File: src/hw/arb_consts.svh
// offsets, field positions, reset values and counts of the result bank
`ifndef ARB_CONSTS_SVH
`define ARB_CONSTS_SVH
`define ARB_OFS_DSCHG  8'h14
`define ARB_BIT_DSCHG  5
`define ARB_OFS_CTRL   8'h2e
`define ARB_RST_CTRL   8'h30
`define ARB_BIT_EN     7
`define ARB_BIT_RATE   6
`define ARB_OFS_DIS0   8'h2f
`define ARB_OFS_DIS1   8'h30
`define ARB_MSK_DIS0   8'hfe
`define ARB_MSK_DIS1   8'h30
`define ARB_OFS_IN_CUR 8'h31
`define ARB_OFS_BT_CUR 8'h33
`define ARB_OFS_BUS_V  8'h35
`define ARB_OFS_AD1_V  8'h37
`define ARB_OFS_AD2_V  8'h39
`define ARB_OFS_BAT_V  8'h3b
`define ARB_OFS_SYS_V  8'h3d
`define ARB_OFS_THERM  8'h3f
`define ARB_OFS_DIE_T  8'h41
`define ARB_RST_RES    16'h0000
`define ARB_NUM_CH     9
`define ARB_BITS_BYTE  4'h8
`endif

File: src/hw/arb_pkg.sv
// types shared by the result bank and its serial port
package arb_pkg;
  typedef logic [15:0] arb_word_t;
  typedef logic [3:0]  arb_chan_t;
  typedef enum {ARB_S_IDLE, ARB_S_PICK, ARB_S_WAIT} arb_seq_t;
  typedef enum {ARB_I_IDLE, ARB_I_ADDR, ARB_I_AACK, ARB_I_WDATA,
                ARB_I_WACK, ARB_I_RDATA, ARB_I_RACK} arb_i2c_t;
endpackage

File: src/hw/arb_i2c.sv
// two-wire serial target, byte level
`include "arb_consts.svh"
module arb_i2c (
  input  wire logic       i_core_clk,
  input  wire logic       i_sys_rst,
  input  wire logic [6:0] i_dev_addr,
  input  wire logic       i_scl,
  input  wire logic       i_sda,
  output logic            o_sda_out,
  output logic            o_sda_oe,
  output logic            o_start,
  output logic            o_wbyte_vld,
  output logic [7:0]      o_wbyte,
  output logic            o_rd_take,
  input  wire logic [7:0] i_rd_byte
);
  arb_pkg::arb_i2c_t st_q;
  logic       scl_q;
  logic       sda_q;
  logic [3:0] cnt_q;
  logic [7:0] sr_q;
  logic [7:0] tx_q;
  logic       rw_q;
  logic       nack_q;
  logic       oe_q;
  wire rise = i_scl & ~scl_q;
  wire fall = ~i_scl & scl_q;
  wire stop = scl_q & i_scl & ~sda_q & i_sda;
  assign o_start     = scl_q & i_scl & sda_q & ~i_sda;
  assign o_sda_out   = 1'b0;
  assign o_sda_oe    = oe_q;
  assign o_wbyte     = sr_q;
  assign o_wbyte_vld = fall && st_q == arb_pkg::ARB_I_WDATA && cnt_q == `ARB_BITS_BYTE;
  assign o_rd_take   = fall && ((st_q == arb_pkg::ARB_I_AACK && rw_q) ||
                                (st_q == arb_pkg::ARB_I_RACK && !nack_q));

  always_ff @(posedge i_core_clk) begin
    if (i_sys_rst) begin
      st_q   <= arb_pkg::ARB_I_IDLE;
      scl_q  <= 1'b1;
      sda_q  <= 1'b1;
      cnt_q  <= 4'h0;
      sr_q   <= 8'h00;
      tx_q   <= 8'h00;
      rw_q   <= 1'b0;
      nack_q <= 1'b0;
      oe_q   <= 1'b0;
    end else begin
      scl_q <= i_scl;
      sda_q <= i_sda;
      if (o_start) begin
        st_q  <= arb_pkg::ARB_I_ADDR;
        cnt_q <= 4'h0;
        oe_q  <= 1'b0;
      end else if (stop) begin
        st_q <= arb_pkg::ARB_I_IDLE;
        oe_q <= 1'b0;
      end else if (rise) begin
        if (st_q == arb_pkg::ARB_I_ADDR || st_q == arb_pkg::ARB_I_WDATA) begin
          sr_q  <= {sr_q[6:0], i_sda};
          cnt_q <= cnt_q + 4'h1;
        end
        if (st_q == arb_pkg::ARB_I_RACK) nack_q <= i_sda;
      end else if (fall) begin
        case (st_q)
          arb_pkg::ARB_I_ADDR: begin
            if (cnt_q == `ARB_BITS_BYTE) begin
              st_q <= (sr_q[7:1] == i_dev_addr) ? arb_pkg::ARB_I_AACK : arb_pkg::ARB_I_IDLE;
              oe_q <= (sr_q[7:1] == i_dev_addr);
              rw_q <= sr_q[0];
            end
          end
          arb_pkg::ARB_I_AACK, arb_pkg::ARB_I_RACK: begin
            cnt_q <= 4'h0;
            if (o_rd_take) begin
              tx_q <= i_rd_byte;
              oe_q <= ~i_rd_byte[7];
              st_q <= arb_pkg::ARB_I_RDATA;
            end else begin
              oe_q <= 1'b0;
              st_q <= (st_q == arb_pkg::ARB_I_AACK) ? arb_pkg::ARB_I_WDATA : arb_pkg::ARB_I_IDLE;
            end
          end
          arb_pkg::ARB_I_WDATA: begin
            if (cnt_q == `ARB_BITS_BYTE) begin
              oe_q <= 1'b1;
              st_q <= arb_pkg::ARB_I_WACK;
            end
          end
          arb_pkg::ARB_I_WACK: begin
            oe_q  <= 1'b0;
            cnt_q <= 4'h0;
            st_q  <= arb_pkg::ARB_I_WDATA;
          end
          arb_pkg::ARB_I_RDATA: begin
            if (cnt_q == `ARB_BITS_BYTE - 4'h1) begin
              oe_q   <= 1'b0;
              nack_q <= 1'b0;
              st_q   <= arb_pkg::ARB_I_RACK;
            end else begin
              tx_q  <= {tx_q[6:0], 1'b0};
              oe_q  <= ~tx_q[6];
              cnt_q <= cnt_q + 4'h1;
            end
          end
          default: st_q <= arb_pkg::ARB_I_IDLE;
        endcase
      end
    end
  end
endmodule // arb_i2c

File: src/hw/arb_bank.sv
// measurement result bank with converter sequencing and serial access
`include "arb_consts.svh"
module arb_bank #(
  parameter logic [6:0] DEV_ADDR = 7'h50, // arbitrary value
  parameter int         NUM_CH   = `ARB_NUM_CH
) (
  input  wire logic                i_core_clk,
  input  wire logic                i_sys_rst,
  input  wire logic                i_reg_rst,
  input  wire logic                i_wdog_expire,
  input  wire logic                i_scl,
  input  wire logic                i_sda,
  output logic                     o_sda_out,
  output logic                     o_sda_oe,
  output logic                     o_conv_req,
  output arb_pkg::arb_chan_t       o_conv_chan,
  output logic                     o_conv_busy,
  input  wire logic                i_conv_done,
  input  wire arb_pkg::arb_word_t  i_conv_data
);
  // ----------------------------------------------------------------
  // parameter check
  // ----------------------------------------------------------------
  if (NUM_CH != `ARB_NUM_CH) begin : g_bad_ch
    $error("channel count must match the register map");
  end

  localparam arb_pkg::arb_chan_t CH_IN_CUR = 4'h0;
  localparam arb_pkg::arb_chan_t CH_BT_CUR = 4'h1;
  localparam arb_pkg::arb_chan_t CH_END    = 4'(NUM_CH);
  localparam arb_pkg::arb_chan_t CH_NONE   = 4'hf;

  // ----------------------------------------------------------------
  // decode helpers
  // ----------------------------------------------------------------
  // result index for an address, either byte of the pair
  function automatic arb_pkg::arb_chan_t res_index(input logic [7:0] a);
    logic [7:0] base;
    base = {a[7:1], 1'b1};
    if (a == {a[7:1], 1'b0}) base = a - 8'h01;
    case (base)
      `ARB_OFS_IN_CUR: res_index = 4'h0;
      `ARB_OFS_BT_CUR: res_index = 4'h1;
      `ARB_OFS_BUS_V:  res_index = 4'h2;
      `ARB_OFS_AD1_V:  res_index = 4'h3;
      `ARB_OFS_AD2_V:  res_index = 4'h4;
      `ARB_OFS_BAT_V:  res_index = 4'h5;
      `ARB_OFS_SYS_V:  res_index = 4'h6;
      `ARB_OFS_THERM:  res_index = 4'h7;
      `ARB_OFS_DIE_T:  res_index = 4'h8;
      default:         res_index = CH_NONE;
    endcase
  endfunction

  // disable bit of a channel in the two disable registers
  function automatic logic chan_off(input arb_pkg::arb_chan_t c,
                                    input logic [7:0] d0,
                                    input logic [7:0] d1);
    case (c)
      4'h0:    chan_off = d0[7];
      4'h1:    chan_off = d0[6];
      4'h2:    chan_off = d0[5];
      4'h3:    chan_off = d1[4];
      4'h4:    chan_off = d1[5];
      4'h5:    chan_off = d0[4];
      4'h6:    chan_off = d0[3];
      4'h7:    chan_off = d0[2];
      4'h8:    chan_off = d0[1];
      default: chan_off = 1'b1;
    endcase
  endfunction

  // ----------------------------------------------------------------
  // serial port
  // ----------------------------------------------------------------
  logic       start;
  logic       wb_vld;
  logic [7:0] wb_data;
  logic       rd_take;
  logic [7:0] rd_data;

  arb_i2c u_i2c (
    .i_core_clk  (i_core_clk),
    .i_sys_rst   (i_sys_rst),
    .i_dev_addr  (DEV_ADDR),
    .i_scl       (i_scl),
    .i_sda       (i_sda),
    .o_sda_out   (o_sda_out),
    .o_sda_oe    (o_sda_oe),
    .o_start     (start),
    .o_wbyte_vld (wb_vld),
    .o_wbyte     (wb_data),
    .o_rd_take   (rd_take),
    .i_rd_byte   (rd_data)
  );

  // ----------------------------------------------------------------
  // state
  // ----------------------------------------------------------------
  logic [7:0]          ptr_q;
  logic                have_ptr_q;
  logic [7:0]          ctl_q;
  logic [7:0]          ctl_d;
  logic [7:0]          dis0_q;
  logic [7:0]          dis1_q;
  logic [7:0]          dschg_q;
  arb_pkg::arb_seq_t   seq_q;
  arb_pkg::arb_seq_t   seq_d;
  arb_pkg::arb_chan_t  chan_q;
  arb_pkg::arb_chan_t  chan_d;
  arb_pkg::arb_word_t  res_q [NUM_CH];
  arb_pkg::arb_word_t  shadow_q;
  arb_pkg::arb_chan_t  shadow_idx_q;
  logic                shadow_ok_q;

  // ----------------------------------------------------------------
  // register writes
  // ----------------------------------------------------------------
  wire host_wr  = wb_vld && have_ptr_q;
  wire wr_ctl   = host_wr && ptr_q == `ARB_OFS_CTRL;
  wire wr_dis0  = host_wr && ptr_q == `ARB_OFS_DIS0;
  wire wr_dis1  = host_wr && ptr_q == `ARB_OFS_DIS1;
  wire wr_dschg = host_wr && ptr_q == `ARB_OFS_DSCHG;
  wire conv_en  = ctl_q[`ARB_BIT_EN];
  wire one_shot = ctl_q[`ARB_BIT_RATE];
  wire pass_end = seq_q == arb_pkg::ARB_S_PICK && chan_q >= CH_END;
  wire ch_off   = chan_off(chan_q, dis0_q, dis1_q);
  wire store    = seq_q == arb_pkg::ARB_S_WAIT && conv_en && i_conv_done;

  always_comb begin
    ctl_d = ctl_q;
    if (i_wdog_expire) ctl_d[`ARB_BIT_EN] = 1'b0;
    if (pass_end && one_shot) ctl_d[`ARB_BIT_EN] = 1'b0;
    // a host write in the same cycle is the newer intent
    if (wr_ctl) ctl_d = wb_data;
  end

  always_ff @(posedge i_core_clk) begin
    if (i_sys_rst || i_reg_rst) begin
      ctl_q   <= `ARB_RST_CTRL;
      dis0_q  <= 8'h00;
      dis1_q  <= 8'h00;
      dschg_q <= 8'h00;
    end else begin
      ctl_q <= ctl_d;
      if (wr_dis0) dis0_q <= wb_data & `ARB_MSK_DIS0;
      if (wr_dis1) dis1_q <= wb_data & `ARB_MSK_DIS1;
      if (wr_dschg) dschg_q[`ARB_BIT_DSCHG] <= wb_data[`ARB_BIT_DSCHG];
    end
  end

  // ----------------------------------------------------------------
  // conversion sequencer
  // ----------------------------------------------------------------
  always_comb begin
    seq_d  = seq_q;
    chan_d = chan_q;
    case (seq_q)
      arb_pkg::ARB_S_IDLE: begin
        chan_d = 4'h0;
        if (conv_en) seq_d = arb_pkg::ARB_S_PICK;
      end
      arb_pkg::ARB_S_PICK: begin
        if (!conv_en) begin
          seq_d = arb_pkg::ARB_S_IDLE;
        end else if (pass_end) begin
          seq_d  = one_shot ? arb_pkg::ARB_S_IDLE : arb_pkg::ARB_S_PICK;
          chan_d = 4'h0;
        end else if (ch_off) begin
          chan_d = chan_q + 4'h1;
        end else begin
          seq_d = arb_pkg::ARB_S_WAIT;
        end
      end
      arb_pkg::ARB_S_WAIT: begin
        if (!conv_en) begin
          seq_d = arb_pkg::ARB_S_IDLE;
        end else if (i_conv_done) begin
          seq_d  = arb_pkg::ARB_S_PICK;
          chan_d = chan_q + 4'h1;
        end
      end
      default: seq_d = arb_pkg::ARB_S_IDLE;
    endcase
  end

  always_ff @(posedge i_core_clk) begin
    if (i_sys_rst) begin
      seq_q  <= arb_pkg::ARB_S_IDLE;
      chan_q <= 4'h0;
    end else begin
      seq_q  <= seq_d;
      chan_q <= chan_d;
    end
  end

  // request drops the cycle after enable goes away
  assign o_conv_req  = seq_q == arb_pkg::ARB_S_WAIT;
  assign o_conv_chan = chan_q;
  assign o_conv_busy = seq_q != arb_pkg::ARB_S_IDLE;

  // ----------------------------------------------------------------
  // result registers
  // ----------------------------------------------------------------
  // discharge reads as zero unless sensing enabled
  wire clamp = chan_q == CH_BT_CUR && i_conv_data[15] && !dschg_q[`ARB_BIT_DSCHG];
  wire arb_pkg::arb_word_t new_val = clamp ? `ARB_RST_RES : i_conv_data;

  for (genvar g = 0; g < NUM_CH; g++) begin : g_res
    // front end sign kept as delivered
    always_ff @(posedge i_core_clk) begin
      if (i_sys_rst) begin
        res_q[g] <= `ARB_RST_RES;
      end else if (store && chan_q == 4'(g)) begin
        res_q[g] <= new_val;
      end
    end
  end

  // ----------------------------------------------------------------
  // register reads
  // ----------------------------------------------------------------
  // result addresses decoded
  wire arb_pkg::arb_chan_t ridx = res_index(ptr_q);
  wire                     hit  = ridx != CH_NONE;
  wire                     is_lo = !ptr_q[0];
  wire arb_pkg::arb_word_t rres = hit ? res_q[ridx[3:0]] : `ARB_RST_RES;
  wire use_shd = shadow_ok_q && shadow_idx_q == ridx;
  wire [7:0] lo_byte = use_shd ? shadow_q[7:0] : rres[7:0];
  wire [7:0] res_byte = is_lo ? lo_byte : rres[15:8];

  always_comb begin
    if (hit)                          rd_data = res_byte;
    else if (ptr_q == `ARB_OFS_CTRL)  rd_data = ctl_q;
    else if (ptr_q == `ARB_OFS_DIS0)  rd_data = dis0_q;
    else if (ptr_q == `ARB_OFS_DIS1)  rd_data = dis1_q;
    else if (ptr_q == `ARB_OFS_DSCHG) rd_data = dschg_q;
    else                              rd_data = 8'h00;
  end

  always_ff @(posedge i_core_clk) begin
    if (i_sys_rst) begin
      ptr_q        <= 8'h00;
      have_ptr_q   <= 1'b0;
      shadow_q     <= `ARB_RST_RES;
      shadow_idx_q <= CH_NONE;
      shadow_ok_q  <= 1'b0;
    end else begin
      if (start) begin
        have_ptr_q  <= 1'b0;
        shadow_ok_q <= 1'b0;
      end else if (wb_vld) begin
        have_ptr_q <= 1'b1;
        ptr_q      <= have_ptr_q ? ptr_q + 8'h01 : wb_data;
      end else if (rd_take) begin
        ptr_q <= ptr_q + 8'h01;
        // high byte read freezes the word
        if (hit && !is_lo) begin
          shadow_q     <= rres;
          shadow_idx_q <= ridx;
          shadow_ok_q  <= 1'b1;
        end
      end
    end
  end
endmodule // arb_bank

File: config.mk
export PLATFORM = sky130hd
export DESIGN_NAME = arb_bank
export DESIGN_NICKNAME = d
export VERILOG_FILES = /design/src/hw/arb_pkg.sv /design/src/hw/arb_i2c.sv /design/src/hw/arb_bank.sv
export VERILOG_INCLUDE_DIRS = /design/src /design/src/hw
export SDC_FILE = /design/constraint.sdc
export NUM_CORES = 1
export LEC_CHECK = 0
export BUFFER_PORTS_ARGS = -buffer_cell sky130_fd_sc_hd__buf_2
export CAP_MARGIN = 40
export CORE_MARGIN = 4
export CORE_UTILIZATION = 59
export CTS_BUF_LIST = sky130_fd_sc_hd__clkbuf_16
export CTS_CLUSTER_DIAMETER = 120
export DETAILED_ROUTE_END_ITERATION = 7
export PLACE_DENSITY = 0.86
export SYNTH_ARGS = -nofsm -noshare
export SYNTH_HDL_FRONTEND = slang
export SYNTH_HIERARCHICAL = 1
export SYNTH_SLANG_ARGS = --single-unit
File: constraint.sdc
create_clock -name i_core_clk -period 3.8 [get_ports i_core_clk]
set_input_delay 0.38 -clock i_core_clk [delete_from_list [all_inputs] [get_ports i_core_clk]]
set_output_delay 0.38 -clock i_core_clk [all_outputs]
set_load 0.1 [all_outputs]
# Yosys cells after proc, flatten, opt, wreduce, memory -nomap -nowiden
# Memory sizes are Yosys's and may differ from the RTL's.
# Index checks and enable logic that the tools add are counted.
# classes
n_eq_ne	59
order_cmp	1
reduce_logical	62
n_mux	99
n_addsub	4
bitwise	26
# op_table
operator	n
32-bit two-way mux	10
32-bit by 3-bit == test with 1-bit output, second input constant	6
16-bit two-way mux	11
32-bit by 2-bit == test with 1-bit output, second input constant	5
32-bit one-hot mux with 5 select lines	1
32-bit one-hot mux with 3 select lines	1
8-bit by 6-bit == test with 1-bit output, second input constant	11
8-bit two-way mux	10
32-bit by 1-bit == test with 1-bit output, second input constant	2
1-bit two-way mux	45
4-bit two-way mux	9
4-bit one-hot mux with 9 select lines	1
32-bit by 4-bit == test with 1-bit output, second input constant	1
32-bit logical NOT	1
32-bit nonzero test	1
1-bit logical AND	27
5-bit AND reduction	5
4-bit by 3-bit == test with 1-bit output, second input constant	5
2-bit inequality test, second input constant	8
7-bit two-way mux	2
7-bit one-hot mux with 2 select lines	1
6-bit two-way mux	2
4-bit by 2-bit inequality test with 1-bit output, second input constant	3
4-bit one-hot mux with 3 select lines	1
35 further kinds	82
# totals
elab_cells	274
regBits	132
ram_bits	144
memories	1
out_inout_bits	8
in_bits	23
# mem_list
memory	depth	word_bits	rd	rd_ports_with_merged_regs	write_ports	line_no	text
res_q	9	16	1	0	9	arb_bank.sv:111	arb_pkg::arb_word_t res_q [NUM_CH];

# Depth between registers and ports, before layout
# logic_depth
depth_word	12
mapped_depth	17
ltp_nobuf	13

# Cells and area by module
# Netlist, hierarchy kept.
# modules_own_cells
mod	seq_area_each_um2	cells_each	area_per_inst_um2	n_inst
arb_bank	5245.0	901	9389.0	1
arb_i2c	540.5	177	1554.0	1

# Worst setup path before layout
# OpenSTA, ideal clock, no wires.
# synth_path
path_type	register -> register
from	register ptr_q[0]
to	register u_i2c.oe_q, in the netlist u_i2c/o_sda_oe
n_path_buf	4
required_ns	3.726
path_stages_with_launch	15
arrival_time_ns	3.430
slack_ns	0.295
setup_time_ns	0.074
synth_period_minus_slack_ns	3.505
path_cell_list	dfxtp_1 > buf_2 > inv_1 > ha_1 > or4b_4 > o31ai_4 > buf_2 > buf_4 > clkbuf_1 > o21ai_0 > o41ai_1 > o311ai_1 > o221ai_1 > o2111ai_1 > o21ai_0
# synth_between
elab_chain_cells	12
word_cells_on_any_way	27
cone_classes	add/sub: 1; eq/ne: 13; mux: 10; bitwise: 1; reduce/logical: 1; memory: 1
# synth_lines
element	line_no	text
start: declaration	arb_bank.sv:100	logic [7:0] ptr_q;
start signal: assignment	arb_bank.sv:254	ptr_q <= have_ptr_q ? ptr_q + 8'h01 : wb_data;
start signal: assignment	arb_bank.sv:256	ptr_q <= ptr_q + 8'h01;
8-bit by 1-bit subtractor with 8-bit output	arb_bank.sv:40	if (a == {a[7:1], 1'b0}) base = a - 8'h01;
8-bit two-way mux	arb_bank.sv:40	
8-bit by 7-bit == test with 1-bit output or 8-bit by 6-bit == test with 1-bit output (tied branches)	arb_bank.sv:41	case (base)
4-bit one-hot mux with 9 select lines	arb_bank.sv:41	
memory 9 x 16 bit, or another cell as far along	--	
16-bit two-way mux (no source line) or 1-bit logical AND (tied branches)	--	
8-bit two-way mux	arb_bank.sv:229	wire [7:0] lo_byte = use_shd ? shadow_q[7:0] : rres[7:0];
8-bit two-way mux	arb_bank.sv:230	wire [7:0] res_byte = is_lo ? lo_byte : rres[15:8];
8-bit two-way mux *	arb_bank.sv:233	if (hit) rd_data = res_byte;
net rd_data[7]	arb_bank.sv:80	logic [7:0] rd_data;
1-bit inverter *	arb_i2c.sv:77	oe_q <= ~i_rd_byte[7];
1-bit two-way mux *	arb_i2c.sv:75	if (o_rd_take) begin
1-bit one-hot mux with 5 select lines *	arb_i2c.sv:65	case (st_q)
end signal: assignment	arb_i2c.sv:69	oe_q <= (sr_q[7:1] == i_dev_addr);
end signal: assignment	arb_i2c.sv:77	
end signal: assignment	arb_i2c.sv:102	oe_q <= ~tx_q[6];
end: declaration	arb_i2c.sv:25	logic oe_q;
# The timed path passes the listed nets; every way through them passes the cells marked *.
# A chain may end at the register's enable or synchronous reset.

# Worst setup path in the final report
# layout_path
from	register ptr_q[1]
to	register u_i2c.tx_q[4]
# layout_between
elab_chain_cells	11
word_cells_on_any_way	28
cone_classes	add/sub: 1; eq/ne: 14; mux: 11; reduce/logical: 1; memory: 1
# layout_lines
element	line_no	text
8-bit by 1-bit subtractor with 8-bit output	arb_bank.sv:40	
8-bit two-way mux	arb_bank.sv:40	
8-bit by 7-bit == test with 1-bit output or 8-bit by 6-bit == test with 1-bit output (tied branches)	arb_bank.sv:41	
4-bit one-hot mux with 9 select lines	arb_bank.sv:41	
memory 9 x 16 bit, or another cell as far along	--	
16-bit two-way mux (no source line) or 1-bit logical AND (tied branches)	--	
8-bit two-way mux	arb_bank.sv:229	
8-bit two-way mux	arb_bank.sv:230	
8-bit two-way mux *	arb_bank.sv:233	
net rd_data[4]	arb_bank.sv:80	
7-bit two-way mux *	arb_i2c.sv:75	
7-bit one-hot mux with 2 select lines *	arb_i2c.sv:65	
end signal: assignment	arb_i2c.sv:76	tx_q <= i_rd_byte;
end signal: assignment	arb_i2c.sv:101	tx_q <= {tx_q[6:0], 1'b0};
end: declaration	arb_i2c.sv:22	logic [7:0] tx_q;
# The timed path passes the listed nets; every way through them passes the cells marked *. The select of a mux whose other input is x is not followed.

==> results.py <==
metrics = {
    "detailed_routing": {
        "vias_per_cell": 6.68,
        "ant_nets": 0,
        "num_vias": 8996,
        "route.detailed.drc": 0,
        "routedWlPerCell_um": 22.6,
        "drt-total-wl_um": 30400,
        "dr.first_iter.drc_count": 1304,
        "drt-pass1-iter-count": 5,
    },
    "worst_setup_path": {
        "required_ns": 4.22,
        "arrival_ns": 4.14,
        "path_class": "reg -> reg",
        "path_max_fanout": 17,
        "cp-end-kind": "flip-flop",
        "start_kind": "flip-flop",
        "startpoint": "ptr_q[1]",
        "r2r_start": "ptr_q[1]",
    },
    "sta": {
        "maxSlewViolCount": 0,
        "worst_pin_slew_ns": 0.965,
        "worst_slack_ns": 0.0770,
        "period_needed_ns": 3.72,
        "slew_headroom": 0.355,
        "grt_setup_unrepaired": "true",
        "hold_ws_ns": 0.0839,
        "skew_ns": 0.0123,
        "report.final.hold_viol_count": 0,
        "finalSetupViolCount": 0,
        "max_freq_ghz": 0.269,
        "fin_crit_sh": 0.980,
    },
    "cells_and_area": {
        "nets": 1145,
        "syn_to_final_growth_pct": 10.8,
        "drive_gt1_frac": 0.125,
        "diodes": 0,
        "post-route-util": 0.670,
    },
    "clock_tree": {
        "cts_tree": "yes",
        "cts_buffers": 23,
        "htreeDepth": 1,
        "cts.clk_slew.worst_paths_ns": 0.06,
        "clkLatencyLatePin_ns": 0.51,
        "cts_sinks": 217,
        "cts_root_buffer": "clkbuf_16",
        "clockBufferDepth": 3,
    },
    "die": {
        "rows": 49,
        "initial_utilization": 0.605,
        "ios": 31,
        "core-area_um2": 18100,
        "dieWidth_um": 144,
        "dieHeight_um": 144,
        "die_area_um2": 20800,
    },
    "synth": {
        "ys_ff_latch": 217,
        "synth.area.top_cells": "edfxtp_1 40%, dfxtp_1 13%, nor2_1 8.1%",
        "ys_warn_count": 6,
        "async_reset_ff_frac": 0,
        "yosysSeqAreaShare": 0.529,
        "netlist_instances": 1078,
        "yosys.cell_types.count": 81,
        "synth_top_area_frac": 0.395,
        "synth_top_area_cell": "edfxtp_1",
        "yosys-top-cells-count": "236 x nor2_1, 144 x edfxtp_1, 89 x nand2_1",
        "synth_edf_count": 144,
        "ys.flop_type": "edfxtp_1",
        "yosysMostFrequentCell": "nor2_1",
        "syn-cell-area_um2": 10900,
        "avgSynthCellArea_um2": 10.2,
    },
    "grt": {
        "grt_pass1_vias": 8496,
        "grt_usage": 0.294,
        "antenna_found_initial": 0,
        "grt_max_degree": 54,
        "grt-ovfl-total": 0,
        "grt_first_pass_wirelength_um": 47600,
    },
    "power": {
        "powerDensity_nw_per_um2": 411,
        "max-vdd-ir-drop_mv": 0.392,
        "leakagePower_nw": 4.36,
        "total_power_mw": 4.98,
    },
    "placement": {
        "port-buffer-count": 29,
        "hpwl_um": 20300,
        "place.gp.congestion": 0.986,
        "dp_slack_ns": 0.199,
    },
    "worst_hold_path": {
        "hold_start": "i_reg_rst",
        "hp-class": "in -> reg",
    },
    "run_status": {
        "status": "finished clean",
    },
    "flow_run": {
        "cap_violations": 0,
    },
}
logic make-up after synthesis:
| kind of cell | count (synthesis) | synth area share |
|---|---|---|
| simple gates | 456 | 0.190 |
| compound gates | 219 | 0.148 |
| flops | 217 | 0.529 |
| buf+inv | 83 | 0.0342 |
| mux | 65 | 0.0639 |
| fa+ha+maj | 18 | 0.0206 |
| xor+xnor | 17 | 0.0136 |
| other cells | 3 | 0.00103 |
sequential cells by signal (all words and copies together) (netlist names), 2 cells and up:
signal,flops
shadow_q,8
u_i2c/st_q,3
u_i2c/o_wbyte,8
ptr_q,8
u_i2c/tx_q,7
u_i2c/cnt_q,4
dis1_q,2
ctl_q,8
seq_q,2
res_q,144
o_conv_chan,4
dis0_q,7
shadow_idx_q,4
what timing repair did:
item,CTS,global route
setup endpoints to repair,0,7
buffers inserted,0,0
hold buffers,0,0
resized for setup,0,8
report_power, final:
group	internal, mW	switching (mW)
clock	1.24	0.931
sequential	2.59	0.0374
combinational	0.0506	0.135
total	3.88	1.10
worst max-delay path, cell delays in order, from the launching register on:
cell,delay (ns)
dfxtp_1,0.31
inv_1,0.08
ha_1,0.28
or4b_4,0.53
o31a_1,0.28
o21ai_2,0.68
buf_4,0.27
a221oi_1,0.10
nor4_1,0.43
a211oi_1,0.09
o211ai_1,0.21
mux2i_1,0.10
a211oi_1,0.25
stage by stage:
step,instance area [µm²],std cells,setup TNS [ns]
after floorplan,11000,1083,0
after global placement,11300,1307,0
after detailed placement,11400,1308,0
after CTS,12100,1347,0
after global routing,12100,1347,-0.0441
final,12100,1347,0
path summary, 6_finish.rpt:
kind	end	slack [ns]	cells past startpoint
max reg2reg	u_i2c/tx_q[4]	0.08	12
max	u_i2c/tx_q[4]	0.08	12
min	ctl_q[4]	0.08	3
min reg2reg	ctl_q[1]	0.47	2
layer usage:
metal,up-vias,share of wire,GRT usage
li1,3992,-,-
met1,4203,0.38,0.402
met2,685,0.46,0.467
met3,116,0.12,0.0519
met4,0,0.044,0.123
met5,-,0,0
cells in the final DEF (no fill, tap or decap), types with 27 or more instances in the layout:
master,count
nor2_1,236
o21ai_0,34
nand2_1,89
edfxtp_1,144
dfxtp_1,73
buf_2,29
a21oi_1,43
mux2i_1,53
buf_4,27
layout make-up:
class	instances	area, µm²
fill	1305	5960
sequential	217	5790
multi-input combinational	783	4850
clock buffer	23	576
timing repair buffer	59	415
tap	229	287
clock inverter	16	135
inverter	20	75.1
No activity file was read; power rests on OpenSTA's default activity.
